$ cat config.mk
export PLATFORM = sky130hd
export DESIGN_NAME = ppc_top
export DESIGN_NICKNAME = d
export VERILOG_FILES = /design/src/pkg/ppc_pkg.sv /design/src/hw/ppc_pad_gate.sv /design/src/hw/ppc_top.sv
export VERILOG_INCLUDE_DIRS = /design/src /design/src/pkg
export SDC_FILE = /design/constraint.sdc
export NUM_CORES = 1
export LEC_CHECK = 0
export BUFFER_PORTS_ARGS = -buffer_cell sky130_fd_sc_hd__buf_4
export CORE_MARGIN = 2
export CORE_UTILIZATION = 35
export DETAILED_ROUTE_END_ITERATION = 6
export PLACE_DENSITY = 0.63
export SYNTH_ARGS = -nofsm -noshare
export SYNTH_HDL_FRONTEND = slang
export SYNTH_HIERARCHICAL = 1
export SYNTH_SLANG_ARGS = --single-unit
$ cat constraint.sdc
create_clock -name mclk -period 2.7 [get_ports mclk]
set_input_delay 0.27 -clock mclk [delete_from_list [all_inputs] [get_ports mclk]]
set_output_delay 0.27 -clock mclk [all_outputs]
set_load 0.03 [all_outputs]
$ cat src/pkg/ppc_cfg.svh
// register offsets, field positions and reset values of the pad-control bank
`ifndef PPC_CFG_SVH
`define PPC_CFG_SVH

// ****************************************************************
// layout
// ****************************************************************
`define PPC_PIN_COUNT 7
`define PPC_FIELD_MSB 6
`define PPC_FIELD_LSB 0
`define PPC_ADR_WIDTH 8

// ****************************************************************
// byte offsets on the register bus
// ****************************************************************
`define PPC_OFS_PULLUP 8'h00
`define PPC_OFS_SLEW 8'h04
`define PPC_OFS_DRIVE 8'h08

// ****************************************************************
// reset values
// ****************************************************************
`define PPC_REG_RST 7'h00
`define PPC_OUT_EN_N_RST 7'h7F
`define PPC_RDATA_RST 32'h0000_0000

`endif

$ cat src/pkg/ppc_pkg.sv
// types shared by the pad-control bank
`default_nettype none
`include "ppc_cfg.svh"

package ppc_pkg;

	// one bit per port pin
	typedef logic [`PPC_FIELD_MSB:`PPC_FIELD_LSB] ppc_pins_t;

	// register selected by a bus address
	typedef enum logic [1:0] {
		PPC_SEL_PULLUP = 2'h0,
		PPC_SEL_SLEW = 2'h1,
		PPC_SEL_DRIVE = 2'h2,
		PPC_SEL_NONE = 2'h3
	} ppc_sel_t;

endpackage
`default_nettype wire

$ cat src/hw/ppc_pad_gate.sv
// per-pin qualification of pad controls by the pin direction
`timescale 1ns/100ps
`default_nettype none
`include "ppc_cfg.svh"

module ppc_pad_gate (
	// clock and reset
	input wire logic mclk,
	input wire logic rst,
	// settings and direction
	input wire ppc_pkg::ppc_pins_t pullup_enable_bits,
	input wire ppc_pkg::ppc_pins_t slew_enable_bits,
	input wire ppc_pkg::ppc_pins_t drive_strength_bits,
	input wire ppc_pkg::ppc_pins_t pin_direction_bits,
	// pad controls
	output ppc_pkg::ppc_pins_t pad_pullup,
	output ppc_pkg::ppc_pins_t pad_slew_limit,
	output ppc_pkg::ppc_pins_t pad_high_drive,
	output ppc_pkg::ppc_pins_t pad_out_en_n
);

	ppc_pkg::ppc_pins_t next_pad_pullup;
	ppc_pkg::ppc_pins_t next_pad_slew_limit;
	ppc_pkg::ppc_pins_t next_pad_high_drive;
	ppc_pkg::ppc_pins_t next_pad_out_en_n;

	// ****************************************************************
	// per-pin gating
	// ****************************************************************
	// output pins never keep a pullup; input pins ignore slew and drive
	genvar gi;
	generate
		for (gi = 0; gi < `PPC_PIN_COUNT; gi++) begin : g_pin
			assign next_pad_pullup[gi] = pullup_enable_bits[gi] & ~pin_direction_bits[gi];
			assign next_pad_slew_limit[gi] = slew_enable_bits[gi] & pin_direction_bits[gi];
			assign next_pad_high_drive[gi] = drive_strength_bits[gi] & pin_direction_bits[gi];
			assign next_pad_out_en_n[gi] = ~pin_direction_bits[gi];
		end
	endgenerate

	// registered so the pads see glitch-free levels; reset leaves pins floating inputs
	always_ff @(posedge mclk or posedge rst) begin
		if (rst) begin
			pad_pullup <= `PPC_REG_RST;
			pad_slew_limit <= `PPC_REG_RST;
			pad_high_drive <= `PPC_REG_RST;
			pad_out_en_n <= `PPC_OUT_EN_N_RST;
		end else begin
			pad_pullup <= next_pad_pullup;
			pad_slew_limit <= next_pad_slew_limit;
			pad_high_drive <= next_pad_high_drive;
			pad_out_en_n <= next_pad_out_en_n;
		end
	end

endmodule // ppc_pad_gate
`default_nettype wire

$ cat src/hw/ppc_top.sv
// pad-control register bank for a seven-pin port, wishbone slave
`timescale 1ns/100ps
`default_nettype none
`include "ppc_cfg.svh"

module ppc_top (
	// clock and reset
	input wire logic mclk,
	input wire logic rst,
	// wishbone slave
	input wire logic wb_cyc_i,
	input wire logic wb_stb_i,
	input wire logic wb_we_i,
	input wire logic [`PPC_ADR_WIDTH-1:0] wb_adr_i,
	input wire logic [3:0] wb_sel_i,
	input wire logic [31:0] wb_dat_i,
	output logic [31:0] wb_dat_o,
	output logic wb_ack_o,
	// direction from the port data/direction logic, same clock
	input wire ppc_pkg::ppc_pins_t pin_direction_bits,
	// pad controls
	output ppc_pkg::ppc_pins_t pad_pullup,
	output ppc_pkg::ppc_pins_t pad_slew_limit,
	output ppc_pkg::ppc_pins_t pad_high_drive,
	output ppc_pkg::ppc_pins_t pad_out_en_n
);

	// ****************************************************************
	// address decode
	// ****************************************************************
	// shared by the write path and the read path
	function automatic ppc_pkg::ppc_sel_t ppc_decode(input logic [`PPC_ADR_WIDTH-1:0] adr);
		unique case (adr)
			`PPC_OFS_PULLUP: ppc_decode = ppc_pkg::PPC_SEL_PULLUP;
			`PPC_OFS_SLEW: ppc_decode = ppc_pkg::PPC_SEL_SLEW;
			`PPC_OFS_DRIVE: ppc_decode = ppc_pkg::PPC_SEL_DRIVE;
			default: ppc_decode = ppc_pkg::PPC_SEL_NONE;
		endcase
	endfunction

	// ****************************************************************
	// bus handshake and storage
	// ****************************************************************
	ppc_pkg::ppc_pins_t regs [3];
	ppc_pkg::ppc_pins_t next_regs [3];
	logic [31:0] next_wb_dat_o;
	logic next_wb_ack_o;
	logic req;
	logic wr_fire;
	ppc_pkg::ppc_sel_t sel;

	assign req = wb_cyc_i & wb_stb_i;
	// write lands on the edge where the master samples ack
	assign wr_fire = req & wb_we_i & wb_ack_o & wb_sel_i[0];
	assign sel = ppc_decode(wb_adr_i);

	// next state: ack one cycle after request, dropped the cycle after
	always_comb begin
		next_wb_ack_o = req & ~wb_ack_o;
		next_wb_dat_o = wb_dat_o;
		for (int i = 0; i < 3; i++) begin
			next_regs[i] = regs[i];
		end
		if (wr_fire && sel != ppc_pkg::PPC_SEL_NONE) begin
			// bit 7 and above are dropped: field is only 6:0
			next_regs[sel] = wb_dat_i[`PPC_FIELD_MSB:`PPC_FIELD_LSB];
		end
		if (req && !wb_ack_o) begin
			// unmapped addresses answer with zero rather than stall the bus
			if (sel == ppc_pkg::PPC_SEL_NONE) begin
				next_wb_dat_o = `PPC_RDATA_RST;
			end else begin
				next_wb_dat_o = {25'h000_0000, regs[sel]};
			end
		end
	end

	// registers only
	always_ff @(posedge mclk or posedge rst) begin
		if (rst) begin
			wb_ack_o <= 1'b0;
			wb_dat_o <= `PPC_RDATA_RST;
			for (int i = 0; i < 3; i++) begin
				regs[i] <= `PPC_REG_RST;
			end
		end else begin
			wb_ack_o <= next_wb_ack_o;
			wb_dat_o <= next_wb_dat_o;
			for (int i = 0; i < 3; i++) begin
				regs[i] <= next_regs[i];
			end
		end
	end

	// ****************************************************************
	// pad qualification
	// ****************************************************************
	ppc_pad_gate u_gate (
		.mclk(mclk),
		.rst(rst),
		.pullup_enable_bits(regs[ppc_pkg::PPC_SEL_PULLUP]),
		.slew_enable_bits(regs[ppc_pkg::PPC_SEL_SLEW]),
		.drive_strength_bits(regs[ppc_pkg::PPC_SEL_DRIVE]),
		.pin_direction_bits(pin_direction_bits),
		.pad_pullup(pad_pullup),
		.pad_slew_limit(pad_slew_limit),
		.pad_high_drive(pad_high_drive),
		.pad_out_en_n(pad_out_en_n)
	);
endmodule // ppc_top
`default_nettype wire

Word level (Yosys, flattened, before mapping)
Index checks and enable logic that the tools add are counted.
{"block": "classes", "reduce_logical": 5, "add_sub_neg": 0, "shifts": 0, "bitwise_logic": 35, "div": 0, "n_lt_le_gt_ge": 2, "n_mul": 0, "n_mux": 8, "n_eq_ne": 4}
{"cell": "7-bit 2-to-1 mux", "n": 4}
{"cell": "1-bit AND", "n": 26}
{"cell": "21-bit bitwise mux", "n": 1}
{"cell": "7-bit binary-select mux with 2-bit select", "n": 1}
{"cell": "7-bit demux with 2-bit select", "n": 1}
{"cell": "8-bit by 3-bit == test with 1-bit output (second input constant)", "n": 1}
{"cell": "8-bit by 4-bit == test with 1-bit output (second input constant)", "n": 1}
{"cell": "8-bit zero test", "n": 1}
{"cell": "1-bit inverter", "n": 8}
{"cell": "2-bit case mux with 3 select lines", "n": 1}
{"cell": "3-bit >= comparator (second input constant)", "n": 1}
{"cell": "1-bit logical AND", "n": 3}
{"cell": "3-bit by 1-bit < comparator with 1-bit output (second input constant)", "n": 1}
{"cell": "2-bit inverter with 3-bit output", "n": 1}
{"cell": "2-bit == test (second input constant)", "n": 1}
{"cell": "2-bit inequality test (second input constant)", "n": 1}
{"cell": "1-bit zero test", "n": 1}
{"block": "word_totals", "mem_bits_ro": 0, "latchBits": 0, "ram_bits": 0, "ff_bits": 82, "memories": 0}

Longest topological paths before layout
Gate-level depths: netlist of the first run.
{"block": "logic_depth", "depth_word": 8, "ltp_mapped": 5, "ltp_nobuf": 4}

Cells and area by module
The synthesis of the first run kept the hierarchy.
{"mod": "ppc_top", "area_per_inst_um2": 1507.7, "instances": 1, "cells_each": 121}
{"mod": "ppc_pad_gate", "area_per_inst_um2": 870.8, "instances": 1, "cells_each": 57}

Least setup slack after synthesis of the first run
No wires, ideal clock.
{"block": "synth_timing", "path_type": "register to register", "startpoint": "register wb_ack_o", "endpoint": "register regs[10] in the netlist's numbering", "synth_period_minus_slack_ps": 1621, "required_time_ps": 2575, "arrival_time_ps": 1496, "path_slack_ps": 1079, "path_stages_with_launch": 5, "cell_sequence": "dfrtp_1 > and4_1 > and4_1 > buf_2 > mux2_2"}
{"block": "synth_between", "elab_chain_cells": 3}
{"element": "start, declared", "line_no": "ppc_top.sv:18", "rtl": "output logic wb_ack_o,"}
{"element": "start signal, assigned", "line_no": "ppc_top.sv:87", "rtl": "wb_ack_o <= next_wb_ack_o;"}
{"element": "1-bit AND (2 in series)", "line_no": "ppc_top.sv:54", "rtl": "assign wr_fire = req & wb_we_i & wb_ack_o & wb_sel_i[0];"}
{"element": "1-bit logical AND", "line_no": "ppc_top.sv:64", "rtl": "if (wr_fire && sel != ppc_pkg::PPC_SEL_NONE) begin"}
{"element": "end signal, assigned by index", "line_no": "ppc_top.sv:84", "rtl": "regs[i] <= `PPC_REG_RST;"}
{"element": "end signal, assigned by index", "line_no": "ppc_top.sv:90", "rtl": "regs[i] <= next_regs[i];"}
{"element": "end, declared", "line_no": "ppc_top.sv:44", "rtl": "ppc_pkg::ppc_pins_t regs [3];"}
Every way passes these cells.
A chain may end at the register's enable or synchronous reset.

Final worst setup path of the first run
{"block": "layout_timing", "startpoint": "register wb_ack_o", "endpoint": "register wb_dat_o[6]"}
{"block": "layout_between", "elab_chain_cells": 2}
{"element": "1-bit zero test", "line_no": "ppc_top.sv:68", "rtl": "if (req && !wb_ack_o) begin"}
{"element": "1-bit logical AND", "line_no": "ppc_top.sv:68"}
{"element": "end signal, assigned", "line_no": "ppc_top.sv:82", "rtl": "wb_dat_o <= `PPC_RDATA_RST;"}
{"element": "end signal, assigned", "line_no": "ppc_top.sv:88", "rtl": "wb_dat_o <= next_wb_dat_o;"}
{"element": "end, declared", "line_no": "ppc_top.sv:17", "rtl": "output logic [31:0] wb_dat_o,"}
Every way passes these cells.

==> metrics.cfg, run 1 <==
[setup_path]
slowest_stage = nand3b_1
path_class = flip-flop to flip-flop
startpoint_type = flip-flop
timing.rr.start = wb_ack_o$_DFF_PP0_
regToRegEndpoint = wb_dat_o[6]$_DFFE_PP0P_
cp_data_required_time_ns = 2.94
worst_path_largest_cell_delay_ns = 0.40
crit_fanout = 8
worstPathCellList = nand3b_1 > inv_1 > nand4_1 > o21ai_0
reg2reg_depth = 4
end_kind = flip-flop
arrival_ns = 1.91
r2r_setup_slack_ns = 1.03

[die]
io-pin-count = 117
core_um2 = 6681
start_util = 0.3560
fp.dieH_um = 86.44
num_rows = 30
fp.dieArea_um2 = 7471
die_w_um = 86.44

[synth]
synth-compound-area-share = 0.04050
synthCells = 178
yosys.area_share.simple = 0.1220
synth_cell_types = 24
yosysTopAreaCell = dfrtp_1
synthTopCellsByArea = dfrtp_1, mux2_2, buf_4, dfstp_2, and2_1
yosys.area_share.xor_xnor = 0
seq_area_frac_synth = 0.6034
synthAdderAreaFrac = 0
yosys_warnings = 6
synthesis.area_um2 = 2379
syn_avg_cell_area_um2 = 13.36
synth_mux_area_frac = 0.1289
synth_top_area_share = 0.5260
synth_top_family_by_area = multiplexers
yosys_register_bits = 57

[timing]
slew_viol_final = 0
finalClockSkew_ns = 0.007699
setup_viol = 0
rsz0062_at_grt = false
setup_ws_ns = 1.027
max_freq_ghz = 0.5976
final.setup.tns_ns = 0
fin_crit_ns = 1.673
hold_violations = 0
relSlewSlack = 0.3144
fin_crit_sh = 0.6198
tightest_slew_ns = 1.027

[clock_network]
clock_sink_count = 57
ctsHoldBuffers = 0
cts_buffer_depth = 2
postCtsSetupBuffers = 0
htree_levels = 3
post_cts_resized = 0
root_buffer = clkbuf_8
clk_latency_ns = 0.33
clk_pin_slew_ns = 0.06
cts_tree = done
cts-buffers-inserted = 9

[detailed_routing]
antenna_left = 0
route.detailed.drc = 0
drtIter0Drc = 38
routed_wl_um = 4509
vias_per_cell = 4.464
vias = 1491
post_drt_wl_per_cell_um = 13.50
first_pass_iters = 4

[cells_and_area]
drive_gt1_frac = 0.4252
diodes = 0
fin_cells = 334
final.fill_count = 654
nNetsFinal = 306
area_growth_pct = 25.99
post-route-util = 0.4485

[placed_design]
dp_hpwl_um = 3137
portBuffers = 63
dpl.cell_count = 319
gp_congestion = 0.7225
place_ws_ns = 0.8140

[power_and_ir_drop]
ir_drop_mv = 0.1909
p_leak_nw = 1.613
power_density_nw_per_um2 = 548.8

[grt]
grt_pass1_wl_um = 7100
antenna_found_initial = 0
grt.total_usage = 0.1330
grt_max_degree = 30
gr-total-overflow = 0
grt_pass1_vias = 1413

[outcome]
status = finished, final reports clean

[worst_hold_path]
min_path_type = primary input to asynchronous set/reset pin

[job]
maxCapViolations = 0

cell families (layout without fill, tap and decap cells):
| logic type | count (synthesis) | in the layout |
|---|---|---|
| buffers and inverters | 38 | 90 |
| muxes | 28 | 28 |
| DFF | 57 | 57 |
| other | 1 | 25 |
| and+or+nand+nor | 40 | 40 |
| AOI/OAI and AO/OA | 14 | 14 |
metal layers:
| layer | track usage | part of all wire | wire, um | up-vias |
|---|---|---|---|---|
| met2 | 0.1944 | 0.47 | 2111 | 58 |
| met5 | 0 | 0 | 0 | - |
| met4 | 0.06392 | 0.016 | 70 | 0 |
| met3 | 0.04762 | 0.066 | 299 | 8 |
| met1 | 0.1759 | 0.45 | 2028 | 726 |
| li1 | - | - | - | 699 |
cell usage after synthesis:
cell       count
dfrtp_1       50
buf_6          1
mux2i_1        7
a2bb2oi_1      7
o21ai_0        7
nor4_4         1
nor4b_1        1
conb_1         1
nor2b_1        7
nand4_4        1
nand4_2        1
nor4b_4        1
inv_1         10
nand4_1        1
nor2_1         1
buf_2          2
and2_1        14
mux2_2        21
buf_4         25
nor4_1         1
dfstp_2        7
and4_1         2
nand2_1        8
nand3b_1       1
cell type report:
type                    instances  area [um^2]  share of cell area
repair buffers                 65        488.0              0.1628
well taps                      80        100.1             0.03340
inverters                      10        37.54             0.01253
multi-input cells             107        787.0              0.2626
clock buffers                  13        138.9             0.04635
clock inverters                 2        10.01            0.003340
flip-flops and latches         57         1435              0.4789
how the worst max path moves through the flow:
stage                             startpoint                       to  slack, ns  cells after the start
after CTS                 wb_ack_o$_DFF_PP0_  wb_dat_o[6]$_DFFE_PP0P_        1.0                      4
after global routing      wb_ack_o$_DFF_PP0_  wb_dat_o[6]$_DFFE_PP0P_       0.78                      4
after detailed placement         wb_adr_i[5]      regs[9]$_DFFE_PP0P_       0.81                      4
final                     wb_ack_o$_DFF_PP0_  wb_dat_o[6]$_DFFE_PP0P_       1.03                      4
after global placement           wb_adr_i[5]      regs[9]$_DFFE_PP0P_       0.82                      4
after floorplan           wb_ack_o$_DFF_PP0_     regs[10]$_DFFE_PP0P_       1.08                      4
registers in the layout, summed over array words and instances, names as in the netlist:
name,cells
u_gate/pad_out_en_n,7
regs,21
u_gate/pad_slew_limit,7
wb_ack_o,1
u_gate/pad_pullup,7
wb_dat_o,7
u_gate/pad_high_drive,7
per-stage QoR:
stage	power (mW)	hold slack [ns]	cell area, um^2
2_1_floorplan	1.004	0.2962	2469
5_1_grt	1.728	0.04106	2997
6_report	1.645	0.01644	2997
3_3_place_gp	1.037	0.3851	2848
3_5_place_dp	1.039	0.3786	2848
4_1_cts	1.675	0.01300	2997
critical path, delay by kind of cell (launching register included):
family	cells	cell delay (ns)
AO/OA/AOI/OAI	1	0.29
buffers and inverters	1	0.17
flip-flops	1	0.39
AND/OR/NAND/NOR	2	0.73
cells in the final DEF, fill, tap and decap left out, drive strengths merged:
| cell type | Yosys | layout |
|---|---|---|
| a2bb2oi | 7 | 7 |
| and2 | 14 | 14 |
| and4 | 2 | 2 |
| buf | 28 | 65 |
| clkbuf | 0 | 13 |
| clkinv | 0 | 2 |
| conb | 1 | 25 |
| dfrtp | 50 | 50 |
| dfstp | 7 | 7 |
| inv | 10 | 10 |
| mux2 | 21 | 21 |
| mux2i | 7 | 7 |
| nand2 | 8 | 8 |
| nand3b | 1 | 1 |
| nand4 | 3 | 3 |
| nor2 | 1 | 1 |
| nor2b | 7 | 7 |
| nor4 | 2 | 2 |
| nor4b | 2 | 2 |
| o21ai | 7 | 7 |
report_power, final:
group | switching, mW | internal, mW
Sequential | 0.00239 | 0.866
Clock | 0.298 | 0.325
Combinational | 0.108 | 0.0450
Total | 0.409 | 1.24
No activity file was read; power rests on OpenSTA's default activity.
==> run 2, diff against run 1 <==
Settings changed: PLACE_DENSITY 0.63 to 0.65.
Clock period 2.7 ns to 1.4 ns, I/O delays scaled along.
==> metrics.cfg, run 2 (same netlist as run 1, synthesis figures left out) <==
[die]
num_rows = 30
core_um2 = 6681
fp.dieH_um = 86.44
start_util = 0.3560
io-pin-count = 117
fp.dieArea_um2 = 7471
die_w_um = 86.44

[detailed_routing]
post_drt_wl_per_cell_um = 13.19
vias_per_cell = 4.335
antenna_left = 0
route.detailed.drc = 0
first_pass_iters = 2
routed_wl_um = 4682
vias = 1539
drtIter0Drc = 52

[timing]
rsz0062_at_grt = false
max_freq_ghz = 0.7320
setup_viol = 0
hold_violations = 0
fin_crit_ns = 1.366
fin_crit_sh = 0.9758
finalClockSkew_ns = 0.004219
slew_viol_final = 0

[clock_network]
htree_levels = 3
cts_buffer_depth = 2
clk_pin_slew_ns = 0.06
clk_latency_ns = 0.33
root_buffer = clkbuf_8
cts-buffers-inserted = 9
clock_sink_count = 57
cts_tree = done

[setup_path]
crit_fanout = 7
path_class = flip-flop to flip-flop
arrival_ns = 1.58
end_kind = flip-flop
startpoint_type = flip-flop
cp_data_required_time_ns = 1.61

[power_and_ir_drop]
ir_drop_mv = 0.4986
p_leak_nw = 1.738
power_density_nw_per_um2 = 1073

[outcome]
status = finished, final reports clean

[cells_and_area]
nNetsFinal = 326
diodes = 0
fin_cells = 355
largest-register = regs
final.fill_count = 632
area_growth_pct = 36.98
multi_input_area_um2 = 818.3
drive_gt1_frac = 0.4655
layout_common_cells = buf_4, dfrtp_1, conb_1
regArea_um2 = 1436
post-route-util = 0.4876
final_common_cell = buf_4
largest_reg_flops = 21

[placed_design]
portBuffers = 63
gp_congestion = 0.7066
dp_hpwl_um = 3351
dpl.cell_count = 330

[grt]
antenna_found_initial = 0
grt_max_degree = 18
grt.total_usage = 0.1355
gr-total-overflow = 0
grt_pass1_wl_um = 7410
grt_pass1_vias = 1534

[job]
maxCapViolations = 0

[worst_hold_path]
min_path_type = primary input to flip-flop

[run 2: changes by cell type in the layout (fill, tap and decap cells not counted), moves of 2 or more]
cell	change
mux2_2	-7
buf_4	+11
clkbuf_1	-4
and4_4	+2
mux2_4	+7
dlygate4sd3_1	+8
clkinv_2	+2
and4_1	-2
[run 2: layout make-up]
type / instances / area share
clock buffers: 10 / 0.04224
clock inverters: 6 / 0.01767
inverters: 10 / 0.01152
multi-input cells: 107 / 0.2512
flip-flops and latches: 57 / 0.4409
well taps: 80 / 0.03072
repair buffers: 85 / 0.2058
[run 2: final timing paths]
path                                    startpoint                          endpoint  slack, ns  cells after the start
min reg2reg                wb_dat_o[5]$_DFFE_PP0P_           wb_dat_o[5]$_DFFE_PP0P_       0.49                      2
max                             wb_ack_o$_DFF_PP0_              regs[10]$_DFFE_PP0P_       0.03                      4
max reg2reg                     wb_ack_o$_DFF_PP0_              regs[10]$_DFFE_PP0P_       0.03                      4
max in group asynchronous                      rst  u_gate/pad_out_en_n[5]$_DFF_PP1_       0.45                      4
min                                    wb_dat_i[5]              regs[12]$_DFFE_PP0P_       0.06                      2
min in group asynchronous                      rst    u_gate/pad_pullup[1]$_DFF_PP0_       0.37                      3
[run 2: per-layer routing]
layer / wire [um] / global-route usage / share of wire / vias to the layer above
met2: 2209 / 0.2056 / 0.47 / 56
met1: 2088 / 0.1737 / 0.45 / 739
met4: 97 / 0.07670 / 0.021 / 0
li1: - / - / - / 734
met5: 0 / 0 / 0 / -
met3: 287 / 0.03905 / 0.061 / 10
[run 2: critical path, cell delays in order (launching register included)]
cell	delay (ns)
dfrtp_2	0.36
and4_4	0.22
and4_4	0.22
buf_12	0.14
mux2_4	0.30
[run 2: what timing repair did]
item / 4_1_cts / 5_1_grt
endpoints found under the setup margin: 7 / 7
endpoints found under the hold margin: 49 / 0
cloned: 0 / 0
gates resized for setup: 0 / 1
pin swaps: 1 / 1
setup buffers: 1 / 0
hold buffers: 8 / 0
[run 2: power breakdown]
group          total (mW)  internal (mW)  leakage (nW)  switching (mW)
clock network        1.49          0.856         0.102           0.635
logic               0.332          0.116         0.866           0.216
registers            1.67           1.67         0.770         0.00448
total                3.50           2.64          1.74           0.856
[run 2: stage by stage]
stage	total power [mW]	worst slack, ns	hold slack [ns]	TNS (ns)	area, um^2
6_report	3.497	0.03394	0.05631	0	3258
5_1_grt	3.665	0.001486	0.04774	0	3258
2_1_floorplan	1.939	-0.04935	0.1662	-0.3454	2505
4_1_cts	3.549	0.001840	0.04118	0	3256
3_3_place_gp	2.017	-0.009518	0.1538	-0.07501	2973
3_5_place_dp	2.021	-0.03712	0.1683	-0.2649	2973
